--- config.mk ---
export PLATFORM = sky130hd
export DESIGN_NAME = omic_mode_ctrl
export DESIGN_NICKNAME = d
export VERILOG_FILES = /design/src/omic_pkg.sv /design/src/omic_timer.sv /design/src/omic_mode_ctrl.sv
export VERILOG_INCLUDE_DIRS = /design/src /design/src/src
export SDC_FILE = /design/constraint.sdc
export NUM_CORES = 1
export LEC_CHECK = 0
export BUFFER_PORTS_ARGS = -buffer_cell sky130_fd_sc_hd__buf_2
export CORE_UTILIZATION = 50
export CTS_BUF_LIST = sky130_fd_sc_hd__clkbuf_2
export CTS_CLUSTER_SIZE = 24
export DETAILED_ROUTE_END_ITERATION = 12
export PLACE_DENSITY = 0.71
export SYNTH_ARGS = -nofsm -noshare
export SYNTH_HDL_FRONTEND = slang
export SYNTH_SLANG_ARGS = --single-unit
--- constraint.sdc ---
create_clock -name ref_clk_in -period 5.43 [get_ports ref_clk_in]
set_clock_uncertainty 0.2 [all_clocks]
set_input_delay 0 -clock ref_clk_in [delete_from_list [all_inputs] [get_ports ref_clk_in]]
set_output_delay 0 -clock ref_clk_in [all_outputs]
set_load 0.02 [all_outputs]
--- src/omic_cfg.svh ---
// Constants for the operating mode and interrupt controller.
// Assumes a 200 MHz block clock; shared by the package and the mode controller.
//
// How it works
// - Power-up holds reset low 1 ms, then request
// - Regulator low, watchdog fail, sleep wake, timeout reset
// - Normal request times out after 150 ms
// - Stop wake enters normal request, regulator on
// - Grounded watchdog pin skips normal request
// - Normal mode enables functions; window needs resistor
// - Sleep on command or long regulator low
// - Regulator low without supply undervoltage gives sleep
// - Sleep: regulator off, few wake sources, cyclic sense
// - Sleep wake reports source, battery fail clear
// - Stop only by command, regulator limited
// - Stop wake raises interrupt except select, reset
// - Stop and sleep wake source sets differ
// - Missing or early trigger is watchdog failure
// - Pending wake sources block new fault interrupts
// - Interrupt low until source register read
// - No interrupt in sleep or while reset low
// - Fault interrupts maskable through the mask register
// - Supply under and overvoltage raise interrupts
// - Regulator, high-side, low-side overtemperature raise interrupts
// - LIN faults disable driver until recessive transmit
// - Reset output low 1 ms after source ends, except reset pin source: not driven, left when pin rises
// - Watchdog clear in first half fails
`ifndef OMIC_CFG_SVH
`define OMIC_CFG_SVH
`define OMIC_CLK_MHZ 200
`define OMIC_RST_HOLD_US 1000
`define OMIC_NREQ_TO_US 150000
`define OMIC_VDD_LOW_US 150000
`define OMIC_WD_PERIOD_US 150000
`define OMIC_LIN_WAKE_US 30
`define OMIC_MOD_NORMAL 2'h0
`define OMIC_MOD_STOP 2'h1
`define OMIC_MOD_SLEEP 2'h2
`define OMIC_INT_MASK_RST 6'h3f
`define OMIC_ST_RESET 3'h0
`define OMIC_ST_NREQ 3'h1
`define OMIC_ST_NORMAL 3'h3
`define OMIC_ST_STOP 3'h2
`define OMIC_ST_SLEEP 3'h6
`endif

--- src/omic_pkg.sv ---
// Types shared by the operating mode and interrupt controller.
// Assumes the constants header is on the include path.
`include "omic_cfg.svh"
package omic_pkg;
  typedef enum logic [2:0] {
    omic_st_reset  = `OMIC_ST_RESET,
    omic_st_nreq   = `OMIC_ST_NREQ,
    omic_st_normal = `OMIC_ST_NORMAL,
    omic_st_stop   = `OMIC_ST_STOP,
    omic_st_sleep  = `OMIC_ST_SLEEP
  } omic_mode_t;
  // Pin and monitor levels, all asynchronous to the block clock.
  typedef struct packed {
    logic cs_n;
    logic rst_n;
    logic wake_input_one;
    logic wake_input_two;
    logic lin_rx;
    logic txd;
    logic vdd_low;
    logic sup_uv;
    logic sup_ov;
    logic reg_ot;
    logic hs_ot;
    logic ls_ot;
    logic lin_ot;
    logic rxd_short;
    logic txd_stuck;
    logic wdcfg_gnd;
    logic wdcfg_res;
  } omic_pins_t;
  typedef struct packed {
    logic       mode_wr;
    logic [1:0] mode_sel;
    logic       timing_wr;
    logic       int_src_rd;
    logic       int_mask_wr;
    logic [5:0] int_mask_data;
  } omic_cmd_t;
  typedef struct packed {
    logic [1:0] wake_en;
    logic       cyclic_en;
    logic       forced_en;
    logic       lin_rx_only;
    logic       period_tick;
  } omic_wcfg_t;
  typedef struct packed {
    logic lx_wake;
    logic lin_wake;
    logic per_wake;
    logic sup_uv;
    logic sup_ov;
    logic reg_ot;
    logic hs_ot;
    logic ls_ot;
    logic lin_flt;
  } omic_int_src_t;
endpackage : omic_pkg

--- src/omic_timer.sv ---
// Cycle counter reporting half and full expiry of a span.
// Assumes run and clear come from logic on the same clock.
`timescale 1ns/1ps
`default_nettype none
module omic_timer #(
  parameter int unsigned CYC = 16
) (
  input  wire logic ref_clk_in, // Block clock
  input  wire logic rst_n_in,   // Synchronous reset, active low
  input  wire logic run_in,     // Count while high, clear while low
  input  wire logic clr_in,     // Restart from zero
  output logic      half_out,   // Half the span elapsed
  output logic      done_out    // Full span elapsed, held until cleared
);
  localparam logic [31:0] LAST = 32'(CYC);
  localparam logic [31:0] HALF = 32'(CYC / 2);
  logic [31:0] cnt_reg;
  always_ff @(posedge ref_clk_in) begin
    if (!rst_n_in || !run_in || clr_in) begin
      cnt_reg <= 32'h0;
    end else if (cnt_reg != LAST) begin
      cnt_reg <= cnt_reg + 32'h1;
    end
  end
  assign half_out = cnt_reg >= HALF;
  assign done_out = cnt_reg == LAST;
endmodule : omic_timer
`default_nettype wire

--- src/omic_mode_ctrl.sv ---
// Operating mode state machine with reset pin and interrupt pin control.
// Assumes decoded serial commands on the block clock; pins are asynchronous.
`timescale 1ns/1ps
`default_nettype none
`include "omic_cfg.svh"
module omic_mode_ctrl #(
  parameter int unsigned RST_HOLD_CYC = `OMIC_RST_HOLD_US * `OMIC_CLK_MHZ,
  parameter int unsigned NREQ_TO_CYC  = `OMIC_NREQ_TO_US * `OMIC_CLK_MHZ,
  parameter int unsigned VDD_LOW_CYC  = `OMIC_VDD_LOW_US * `OMIC_CLK_MHZ,
  parameter int unsigned WD_CYC       = `OMIC_WD_PERIOD_US * `OMIC_CLK_MHZ,
  parameter int unsigned LIN_WAKE_CYC = `OMIC_LIN_WAKE_US * `OMIC_CLK_MHZ
) (
  input  wire logic              ref_clk_in,            // Block clock
  input  wire logic              rst_n_in,              // Power-on reset, active low
  input  wire omic_pkg::omic_pins_t pins_in,            // Asynchronous pin levels
  input  wire omic_pkg::omic_cmd_t  cmd_in,             // Decoded serial commands
  input  wire omic_pkg::omic_wcfg_t wcfg_in,            // Wake-up set-up
  output omic_pkg::omic_mode_t   mode_out,              // Operating mode
  output logic                   rst_pin_out,           // Reset pin level when driven
  output logic                   rst_pin_oe_out,        // Reset pin pull-down on
  output logic                   irq_n_out,             // Interrupt pin, active low
  output logic                   reg_on_out,            // Regulator on
  output logic                   reg_limited_out,       // Regulator current limited
  output logic                   lin_tx_en_out,         // LIN transmitter enabled
  output logic                   lin_rx_en_out,         // LIN receiver enabled
  output logic                   func_en_out,           // Serial and PWM control live
  output logic                   hs_sense_out,          // High-side on for cyclic sense
  output logic                   battery_fail_flag_out, // Set by power-up
  output logic                   wd_off_out,            // Watchdog disabled by pin
  output omic_pkg::omic_int_src_t int_src_out           // Interrupt source register
);
  import omic_pkg::*;

  omic_pins_t    s1_reg;
  omic_pins_t    pin_reg;
  omic_pins_t    prev_reg;
  omic_mode_t    state_reg;
  omic_mode_t    state_next;
  logic          ext_hold_reg;
  logic          ext_hold_next;
  logic [2:0]    oe_hist_reg;
  logic          wd_win_reg;
  logic          timing_seen_reg;
  logic          lin_ok_reg;
  logic          lin_ok_next;
  logic [1:0]    lx_ref_reg;
  logic [5:0]    flt_prev_reg;
  logic [5:0]    int_mask_reg;
  logic [8:0]    int_src_next;
  logic          irq_n_next;

  // The first stage only feeds the second; edges are taken after the second.
  always_ff @(posedge ref_clk_in) begin
    s1_reg   <= pins_in;
    pin_reg  <= s1_reg;
    prev_reg <= pin_reg;
  end

  wire logic in_reset  = state_reg == omic_st_reset;
  wire logic in_nreq   = state_reg == omic_st_nreq;
  wire logic in_normal = state_reg == omic_st_normal;
  wire logic in_stop   = state_reg == omic_st_stop;
  wire logic in_sleep  = state_reg == omic_st_sleep;
  wire logic low_pwr   = in_stop | in_sleep;

  wire logic cmd_normal = cmd_in.mode_wr & (cmd_in.mode_sel == `OMIC_MOD_NORMAL);
  wire logic cmd_stop   = cmd_in.mode_wr & (cmd_in.mode_sel == `OMIC_MOD_STOP);
  wire logic cmd_sleep  = cmd_in.mode_wr & (cmd_in.mode_sel == `OMIC_MOD_SLEEP);

  // The pin reads back our own pull-down for three cycles after release.
  wire logic ext_low   = ~pin_reg.rst_n & ~rst_pin_oe_out & ~|oe_hist_reg;
  wire logic leave_tgt = pin_reg.wdcfg_gnd;

  wire logic hold_done;
  wire logic nreq_done;
  wire logic uvt_done;
  wire logic wd_half;
  wire logic wd_done;
  wire logic lin_done;
  wire logic wd_clear = in_normal & cmd_normal;
  wire logic wd_fail  = in_normal & ~wd_off_out &
                        (wd_done | (wd_clear & ~wd_half & wd_win_reg));

  omic_timer #(.CYC(RST_HOLD_CYC)) u_hold (
    .ref_clk_in (ref_clk_in),
    .rst_n_in   (rst_n_in),
    .run_in     (in_reset & ~pin_reg.vdd_low & ~ext_hold_reg),
    .clr_in     (1'b0),
    .half_out   (),
    .done_out   (hold_done)
  );
  omic_timer #(.CYC(NREQ_TO_CYC)) u_nreq (
    .ref_clk_in (ref_clk_in),
    .rst_n_in   (rst_n_in),
    .run_in     (in_nreq),
    .clr_in     (1'b0),
    .half_out   (),
    .done_out   (nreq_done)
  );
  omic_timer #(.CYC(VDD_LOW_CYC)) u_uvt (
    .ref_clk_in (ref_clk_in),
    .rst_n_in   (rst_n_in),
    .run_in     (in_reset & pin_reg.vdd_low & ~pin_reg.sup_uv),
    .clr_in     (1'b0),
    .half_out   (),
    .done_out   (uvt_done)
  );
  omic_timer #(.CYC(WD_CYC)) u_wd (
    .ref_clk_in (ref_clk_in),
    .rst_n_in   (rst_n_in),
    .run_in     (in_normal & ~wd_off_out),
    .clr_in     (wd_clear),
    .half_out   (wd_half),
    .done_out   (wd_done)
  );
  omic_timer #(.CYC(LIN_WAKE_CYC)) u_lin (
    .ref_clk_in (ref_clk_in),
    .rst_n_in   (rst_n_in),
    .run_in     (low_pwr & ~pin_reg.lin_rx),
    .clr_in     (1'b0),
    .half_out   (),
    .done_out   (lin_done)
  );

  // Wake sources; select and reset pin wakes count only in stop.
  wire logic [1:0] lx_now  = {pin_reg.wake_input_two, pin_reg.wake_input_one};
  wire logic lx_cmp   = wcfg_in.cyclic_en ? hs_sense_out : 1'b1;
  wire logic lx_wake  = low_pwr & lx_cmp & |((lx_now ^ lx_ref_reg) & wcfg_in.wake_en);
  wire logic lin_wake = low_pwr & lin_done & pin_reg.lin_rx & ~(in_stop & wcfg_in.lin_rx_only);
  wire logic per_wake = low_pwr & wcfg_in.forced_en & ~wcfg_in.cyclic_en & wcfg_in.period_tick;
  wire logic cs_wake  = in_stop & pin_reg.cs_n & ~prev_reg.cs_n;
  wire logic src_wake = lx_wake | lin_wake | per_wake;

  always_comb begin
    state_next    = state_reg;
    ext_hold_next = ext_hold_reg;
    case (state_reg)
      omic_st_reset: begin
        if (uvt_done) begin
          state_next = omic_st_sleep;
        end else if (ext_hold_reg ? pin_reg.rst_n : hold_done) begin
          state_next    = leave_tgt ? omic_st_normal : omic_st_nreq;
          ext_hold_next = 1'b0;
        end
      end
      omic_st_nreq: begin
        if (pin_reg.vdd_low || nreq_done) begin
          state_next = omic_st_reset;
        end else if (ext_low) begin
          state_next    = omic_st_reset;
          ext_hold_next = 1'b1;
        end else if (cmd_normal && timing_seen_reg) begin
          state_next = omic_st_normal;
        end
      end
      omic_st_normal: begin
        if (pin_reg.vdd_low || wd_fail) begin
          state_next = omic_st_reset;
        end else if (ext_low) begin
          state_next    = omic_st_reset;
          ext_hold_next = 1'b1;
        end else if (cmd_sleep) begin
          state_next = omic_st_sleep;
        end else if (cmd_stop) begin
          state_next = omic_st_stop;
        end
      end
      omic_st_stop: begin
        if (pin_reg.vdd_low) begin
          state_next = omic_st_reset;
        end else if (ext_low) begin
          state_next    = omic_st_reset;
          ext_hold_next = 1'b1;
        end else if (src_wake || cs_wake) begin
          state_next = omic_st_nreq;
        end
      end
      omic_st_sleep: begin
        if (src_wake) begin
          state_next = omic_st_reset;
        end
      end
      default: begin
        state_next = omic_st_reset;
      end
    endcase
  end

  // Interrupt sources: wakes are never masked, faults are edge events.
  wire logic       lin_flt  = pin_reg.lin_ot | pin_reg.txd_stuck | pin_reg.rxd_short;
  wire logic [5:0] flt_now  = {pin_reg.sup_uv, pin_reg.sup_ov, pin_reg.reg_ot,
                               pin_reg.hs_ot, pin_reg.ls_ot, lin_flt};
  wire logic [5:0] flt_set  = (in_nreq | in_normal) ?
                              (flt_now & ~flt_prev_reg & int_mask_reg) : 6'h00;
  wire logic [2:0] wake_set = {lx_wake, lin_wake, per_wake};
  wire logic       wake_pend = int_src_out.lx_wake | int_src_out.lin_wake | int_src_out.per_wake;
  wire logic       irq_mode = in_nreq | in_normal | in_stop;
  wire logic       irq_ok   = irq_mode & pin_reg.rst_n & ~rst_pin_oe_out & ~|oe_hist_reg;
  wire logic       raise    = irq_ok & (in_stop ? |wake_set : (|flt_set & ~wake_pend));
  wire logic       next_irq_mode = (state_next == omic_st_nreq) | (state_next == omic_st_normal) |
                                   (state_next == omic_st_stop);

  // A source that fires in the read cycle survives the clear.
  assign int_src_next = {wake_set, flt_set} | (int_src_out & ~{9{cmd_in.int_src_rd}});
  assign irq_n_next   = raise ? 1'b0 :
                        ((cmd_in.int_src_rd | ~next_irq_mode) ? 1'b1 : irq_n_out);
  assign lin_ok_next  = lin_flt ? 1'b0 : (pin_reg.txd ? 1'b1 : lin_ok_reg);

  always_ff @(posedge ref_clk_in) begin
    if (!rst_n_in) begin
      state_reg    <= omic_st_reset;
      ext_hold_reg <= 1'b0;
      rst_pin_oe_out <= 1'b1;
      oe_hist_reg  <= 3'h7;
      lx_ref_reg   <= 2'h0;
    end else begin
      state_reg    <= state_next;
      ext_hold_reg <= ext_hold_next;
      rst_pin_oe_out <= (state_next == omic_st_reset) & ~ext_hold_next;
      oe_hist_reg  <= {oe_hist_reg[1:0], rst_pin_oe_out};
      if (!low_pwr || (wcfg_in.cyclic_en && hs_sense_out)) begin
        lx_ref_reg <= lx_now;
      end
    end
  end

  always_ff @(posedge ref_clk_in) begin
    if (!rst_n_in) begin
      mode_out        <= omic_st_reset;
      reg_on_out      <= 1'b1;
      reg_limited_out <= 1'b0;
      func_en_out     <= 1'b0;
      lin_rx_en_out   <= 1'b0;
      lin_tx_en_out   <= 1'b0;
      lin_ok_reg      <= 1'b0;
    end else begin
      mode_out        <= state_next;
      reg_on_out      <= state_next != omic_st_sleep;
      reg_limited_out <= state_next == omic_st_stop;
      func_en_out     <= (state_next == omic_st_nreq) | (state_next == omic_st_normal);
      lin_rx_en_out   <= next_irq_mode;
      lin_tx_en_out   <= (state_next == omic_st_normal) & lin_ok_next;
      lin_ok_reg      <= lin_ok_next;
    end
  end

  always_ff @(posedge ref_clk_in) begin
    if (!rst_n_in) begin
      irq_n_out             <= 1'b1;
      int_src_out           <= '0;
      int_mask_reg          <= `OMIC_INT_MASK_RST;
      flt_prev_reg          <= 6'h00;
      battery_fail_flag_out <= 1'b1;
      wd_off_out            <= 1'b0;
      wd_win_reg            <= 1'b0;
      timing_seen_reg       <= 1'b0;
      hs_sense_out          <= 1'b0;
      rst_pin_out           <= 1'b0;
    end else begin
      irq_n_out    <= irq_n_next;
      int_src_out  <= omic_int_src_t'(int_src_next);
      flt_prev_reg <= flt_now;
      rst_pin_out  <= 1'b0;
      hs_sense_out <= low_pwr & wcfg_in.cyclic_en & wcfg_in.period_tick;
      if (cmd_in.int_mask_wr) begin
        int_mask_reg <= cmd_in.int_mask_data;
      end
      if (cmd_in.int_src_rd) begin
        battery_fail_flag_out <= 1'b0;
      end
      if (in_reset) begin
        wd_off_out <= pin_reg.wdcfg_gnd;
        wd_win_reg <= pin_reg.wdcfg_res;
      end
      timing_seen_reg <= in_nreq & (timing_seen_reg | cmd_in.timing_wr);
    end
  end
endmodule : omic_mode_ctrl
`default_nettype wire

After elaboration in Yosys (flattened, before gate mapping)
Cells that the tools add are included.

Bits in registers: 238. Bits of input ports: 37. Output and inout port bits: 23.

$add $sub $neg: 5. $lt $le $gt $ge: 1. Equal/unequal tests: 20. Muxes and demuxes: 30. Bitwise operators: 72. Reductions and logical operators: 28.

Operators by type and width (count): adder 32 x 1 -> 32 bit, second input constant (5); == test 32 x 25 -> 1 bit, second input constant (3); != test 32 x 25 -> 1 bit, second input constant (3); two-way mux 3 bit (13); AND 1 bit (36); == test 32 x 13 -> 1 bit, second input constant (1); == test 32 x 18 -> 1 bit, second input constant (1); >= comparator 32 x 24 -> 1 bit, second input constant (1); != test 32 x 13 -> 1 bit, second input constant (1); != test 32 x 18 -> 1 bit, second input constant (1); case mux 3 bit (5 select lines) (1); inverter 1 bit (14); bitwise OR 1 bit (14); two-way mux 1 bit (13); AND 6 bit (2); == test 3 x 2 -> 1 bit, second input constant (4); logical OR 1 bit (10); AND 9 bit (1); inverter 9 bit (1); bitwise OR 9 bit (1); zero test 1 bit (8); == test 3 x 1 -> 1 bit, second input constant (2); zero test 3 bit (2); two-way mux 6 bit (1); 15 further kinds (17).

Logic depth before layout (Yosys ltp)
Depth after elaboration: 19. Mapped depth: 10. Depth with buffers taken out: 9.

By module
Synthesis repeated with hierarchy kept, for this count alone.

Cells, all modules: 1208. Area total of the unflattened synthesis: 10722.8 um2.

By module, submodules not included: omic_timer at u_nreq ... (instances 2, cells each 207, area an instance 1684.1 um2, sequential area each 640.6 um2); omic_mode_ctrl (instances 1, cells each 246, area an instance 2612.5 um2, sequential area each 1561.5 um2); omic_timer at u_hold (instances 1, cells each 184, area an instance 1597.8 um2, sequential area each 640.6 um2); omic_timer at u_lin (instances 1, cells each 186, area an instance 1580.3 um2, sequential area each 640.6 um2); omic_timer at u_wd (instances 1, cells each 178, area an instance 1564.0 um2, sequential area each 640.6 um2).

Least setup slack after synthesis
OpenSTA, ideal clock, no wires.

Kind: reg-to-reg. Start: reg u_lin.cnt_reg[0]. End: reg rst_pin_oe_out. Arrival: 2.281 ns. Data required time: 5.146 ns. Path slack: 2.865 ns. Stages on the path, launching flop included: 10. Buffers on the path: 0. Cell sequence: dfxtp_1 > inv_1 > ha_1 > nand2b_1 > or4_4 > nor4_4 > nor3_1 > a2111oi_4 > nand2b_2 > o31ai_2.

Word-level cells in the longest chain between the ends: 13. Elaborated cells between the ends (all ways): 14. Classes of those cells: eq/ne (1); mux (5); bitwise (6); reduce/logical (2).

Ends and longest elaborated chain: from (decl) (line omic_timer.sv:17) `logic [31:0] cnt_reg;`; from (signal assigned) (line omic_timer.sv:22) `cnt_reg <= cnt_reg + 32'h1;`; == test 32 x 13 -> 1 bit (*) (line omic_timer.sv:26) `assign done_out = cnt_reg == LAST;`; AND 1 bit (*) (3 in a row) (line omic_mode_ctrl.sv:129) `wire logic lin_wake = low_pwr & lin_done & pin_reg.lin_rx & ~(in_stop & wcfg_in.lin_rx_only);`; bitwise OR 1 bit (*) (2 in a row) (line omic_mode_ctrl.sv:132) `wire logic src_wake = lx_wake | lin_wake | per_wake;`; logical OR 1 bit (line omic_mode_ctrl.sv:174) `end else if (src_wake || cs_wake) begin`; two-way mux 3 bit (line omic_mode_ctrl.sv:174); two-way mux 3 bit (line omic_mode_ctrl.sv:171) `end else if (ext_low) begin`; two-way mux 3 bit (line omic_mode_ctrl.sv:169) `if (pin_reg.vdd_low) begin`; case mux 3 bit (5 select lines) (*) (line omic_mode_ctrl.sv:137) `case (state_reg)`; zero test 3 bit (*) (line omic_mode_ctrl.sv:219) `rst_pin_oe_out <= (state_next == omic_st_reset) & ~ext_hold_next;`; AND 1 bit (*) (line omic_mode_ctrl.sv:219); to (signal assigned) (line omic_mode_ctrl.sv:219); to (decl) (line omic_mode_ctrl.sv:20) `output logic rst_pin_oe_out,`.

Every way passes the cells marked *; elsewhere a longest branch is shown, timed or not. A chain may end at the register's enable or synchronous reset.

Worst setup path in the final report
Start: reg lx_ref_reg[0]. End: reg irq_n_out.

Word-level cells in the longest chain between the ends: 17. Elaborated cells between the ends (all ways): 24. Classes of those cells: eq/ne (3); mux (7); bitwise (10); reduce/logical (4).

Ends and longest elaborated chain: from (decl) (line omic_mode_ctrl.sv:46) `logic [1:0] lx_ref_reg;`; from (signal assigned) (line omic_mode_ctrl.sv:222) `lx_ref_reg <= lx_now;`; XOR 2 bit (*) (line omic_mode_ctrl.sv:128) `wire logic lx_wake = low_pwr & lx_cmp & |((lx_now ^ lx_ref_reg) & wcfg_in.wake_en);`; AND 2 bit (*) (line omic_mode_ctrl.sv:128); OR reduction 2 bit (*) (line omic_mode_ctrl.sv:128); AND 1 bit (*) (line omic_mode_ctrl.sv:128); bitwise OR 1 bit (2 in a row) (line omic_mode_ctrl.sv:132); logical OR 1 bit (line omic_mode_ctrl.sv:174); two-way mux 3 bit (line omic_mode_ctrl.sv:174); two-way mux 3 bit (line omic_mode_ctrl.sv:171); two-way mux 3 bit (line omic_mode_ctrl.sv:169); case mux 3 bit (5 select lines) (line omic_mode_ctrl.sv:137); == test 3 x 1 -> 1 bit or == test 3 x 2 -> 1 bit (tied branches) (line omic_mode_ctrl.sv:200) `wire logic next_irq_mode = (state_next == omic_st_nreq) | (state_next == omic_st_normal) |`; bitwise OR 1 bit (2 in a row) (line omic_mode_ctrl.sv:200); inverter 1 bit (line omic_mode_ctrl.sv:206) `((cmd_in.int_src_rd | ~next_irq_mode) ? 1'b1 : irq_n_out);`; bitwise OR 1 bit (line omic_mode_ctrl.sv:206); nonzero test 2 bit (no line); to (signal assigned) (line omic_mode_ctrl.sv:260) `irq_n_out <= irq_n_next;`; to (decl) (line omic_mode_ctrl.sv:21) `output logic irq_n_out,`.

Marks and branches as above.

==> impl_metrics.csv <==
group,metric,value,unit
synth,yosys_warnings,0,
die,ios,60,
die,die_y,143,microns
critical_path,path_common_cell,"dlygate4sd3_1",
critical_path,worstPathArrival,5.08,ns
placement,dp_hpwl,14100,microns
sta,period_share,82.7,%
synth,synth-compound-area-share,6.25,%
grt,grt_max_degree,34,
power,p_leak,0.00423,uW
synth,yosysTopAreaCellShare,48.1,%
synth,yosysTopAreaCell,"dfxtp_1",
synth,synth_area_leaders,"dfxtp_1 (48%), xor2_1 (7.2%), nor2_1 (6.9%), xnor2_1 (4.4%), nand2_1 (3.3%)",
clock_network,cts_buffer_depth,3,
sta,min_period,4.49,ns
synth,syn_nets,1162,
clock_network,clk_pin_slew_worst_paths,0.11,ns
drt,vias,8348,
grt,grt_pass1_vias,8021,
power,power,3030,uW
die,die-area,20400,sq um
synth,synth-xor-area-share,11.6,%
cells_and_area,drive_gt1_share,12.5,%
clock_network,cts-root-buf,"clkbuf_2",
critical_path,worstPathCellList,"xor2_1 -> a22oi_1 -> dlygate4sd3_1 -> o32ai_1 -> nor3_1 -> dlygate4sd3_1 -> nand2b_1 -> nand2_1 -> dlygate4sd3_1 -> a211oi_1 -> dlygate4sd3_1",
synth,synth_most_common_cell,"dfxtp_1",
clock_network,cts_made_buffers,59,
cells_and_area,fin_cells,1609,
drt,wire_per_inst,14.0,microns
synth,ys.flop_type,"dfxtp_1",
sta,finalMaxSlewViolations,0,
power,p_int,2240,uW
status,status,"finished, final reports clean",
clock_network,cts_tree,"yes",
power,max-vdd-ir-drop,0.208,mV
sta,relSlewSlack,26.5,%
synth,yosys-top-cells-count,"dfxtp_1 (238), nor2_1 (181), nand2_1 (88)",
cells_and_area,fin_nets,1343,
drt,wl,22500,microns
synth,synthAdderAreaFrac,1.26,%
synth,syn_avg_cell_area,8.89,sq um
drt,drc,0,
sta,setup_viol_count_final,0,
min_path,min_path_type,"input port to flop",
sta,fin_setup_tns,0,ns
critical_path,start_kind,"flop",
grt,antenna_found_initial,1,
placement,routabilityCongestion,0.816,
drt,dr.pass1.iters,5,
placement,dpl.cell_count,1411,
clock_network,htree_num_levels,2,
grt,grt_use_total,22.5,%
power,clock_power_share,37.7,%
sta,fmax,223,MHz
power,seqPwrFrac,58.6,%
drt,via_per_inst,5.19,
clock_network,cts_setup_buffers,0,
cells_and_area,fillers,1685,
drt,drtAntennaViolNets,0,
grt,grt_pass1_wl,37300,microns
power,switchingPower,789,uW
critical_path,slowest_delay,0.64,ns
die,start_util,50.9,%
power,combPwrFrac,3.6,%
power,switching_share,26.0,%
sta,worst_pin_slew,1.10,ns
die,coreArea,19500,sq um
placement,portBuffers,58,
cells_and_area,syn2layout_area_growth,19.6,%
synth,yosys.cell_types.count,66,
sta,hold_viol_final,0,
synth,synth-seq-cells,238,
critical_path,cp_slowest_cell,"dlygate4sd3_1",
grt,overflow,0,
critical_path,path_class,"flop to flop",
synth,netlist_instances,1115,
sta,rsz0062_at_grt,"no",
clock_network,clock_latency,0.86,ns
synth,muxShareOfSynthArea,1.31,%
critical_path,critical_path.endpoint_type,"flop",
power,cellPowerDensity,256,nW/um^2
die,row_count,51,
synth,yosysSeqAreaShare,48.1,%
synth,synthSimpleGateAreaFrac,29.0,%
drt,drt-initial-drc-count,438,
die,die_w,143,microns
synth,synthArstFlopShare,0,%
synth,synth_top_family_by_area,"simple AND/OR/NAND/NOR gates",
synth,syn_area,9910,sq um
job,maxCapViolations,0,
critical_path,cp.required,6.03,ns
clock_network,cts.sinks,238,
synth,synth_edf_count,0,
critical_path,crit_fanout,3,
per-stage QoR:
step / setup WS [ns] / utilization (%) / hold slack, ns / cell area [sq um]
floorplan: 2.87 / - / -0.172 / 9910
finish: 0.942 / 60.9 / 0.107 / 11900
CTS: 1.03 / 60.9 / 0.0215 / 11900
global placement: 2.66 / 53.7 / -0.0983 / 10400
detailed placement: 2.64 / 53.7 / -0.0964 / 10400
global route: 0.753 / 60.9 / 0.0225 / 11900
routing by layer:
layer	part of all wire (%)	track usage, %
met1	45	28.0
met2	47	37.9
met3	5.5	5.20
met4	2.1	8.43
met5	0	0
critical path, delay by kind of cell, from the launching register on:
family,cells,cell delay (ns)
buf+inv,4,2.44
simple gates,3,0.73
compound gates,3,0.55
flops,1,0.34
xor+xnor,1,0.17
power by group through the flow:
stage / registers (uW) / clock network, uW / logic (uW)
2_1_floorplan: 1810 / 0 / 32.8
3_3_place_gp: 1820 / 0 / 58.0
3_5_place_dp: 1820 / 0 / 58.7
4_1_cts: 1780 / 1180 / 106
5_1_grt: 1780 / 1280 / 118
6_report: 1780 / 1140 / 110
cell type report:
| cell class | instances | area [sq um] | share of cell area [%] |
|---|---|---|---|
| repair buffers | 152 | 1220 | 10.3 |
| multi-input cells | 813 | 4900 | 41.3 |
| flip-flops and latches | 238 | 4760 | 40.2 |
| clock inverters | 28 | 119 | 1.00 |
| diodes | 1 | 2.50 | 0.0211 |
| well taps | 265 | 332 | 2.80 |
| clock buffers | 80 | 400 | 3.38 |
| inverters | 32 | 120 | 1.01 |
cells by family (layout without fill, tap and decap cells):
logic type / after synthesis / after routing
XOR/XNOR: 131 / 131
multiplexers: 13 / 13
flip-flops: 238 / 238
other: 1 / 2
AO/OA/AOI/OAI: 100 / 100
buffers and inverters: 64 / 292
adder cells (fa/ha/maj): 10 / 10
AND/OR/NAND/NOR: 558 / 558
final timing paths:
path / from / to / slack [ns] / depth (start not counted)
max reg2reg: lx_ref_reg[0]$_SDFFE_PN0P_ / irq_n_out$_SDFFE_PN1P_ / 0.94 / 11
min: pins_in[16] / s1_reg[16]$_DFF_P_ / 0.11 / 3
min reg2reg: s1_reg[16]$_DFF_P_ / pin_reg[16]$_DFF_P_ / 0.13 / 0
max: lx_ref_reg[0]$_SDFFE_PN0P_ / irq_n_out$_SDFFE_PN1P_ / 0.94 / 11
layout by cell type (no fill, tap or decap), types with 26 or more instances in the layout:
cell type	count
a21oi_1	44
dlygate4sd3_1	89
and3_1	28
nor3_1	26
nand3_1	64
clkbuf_2	80
nor2_1	181
nor4_1	26
nand4_1	29
inv_1	31
nand2_1	88
xor2_1	81
dfxtp_1	238
buf_2	58
o21ai_0	31
or3_1	32
xnor2_1	50
timing repair:
| action | in CTS | in global routing |
|---|---|---|
| hold buffers | 89 | 0 |
| gates resized for setup | 0 | 0 |
| endpoints found under the hold margin | 124 | 0 |
| endpoints found under the setup margin | 0 | 0 |
Note: power is estimated with default switching activity, not from simulation.
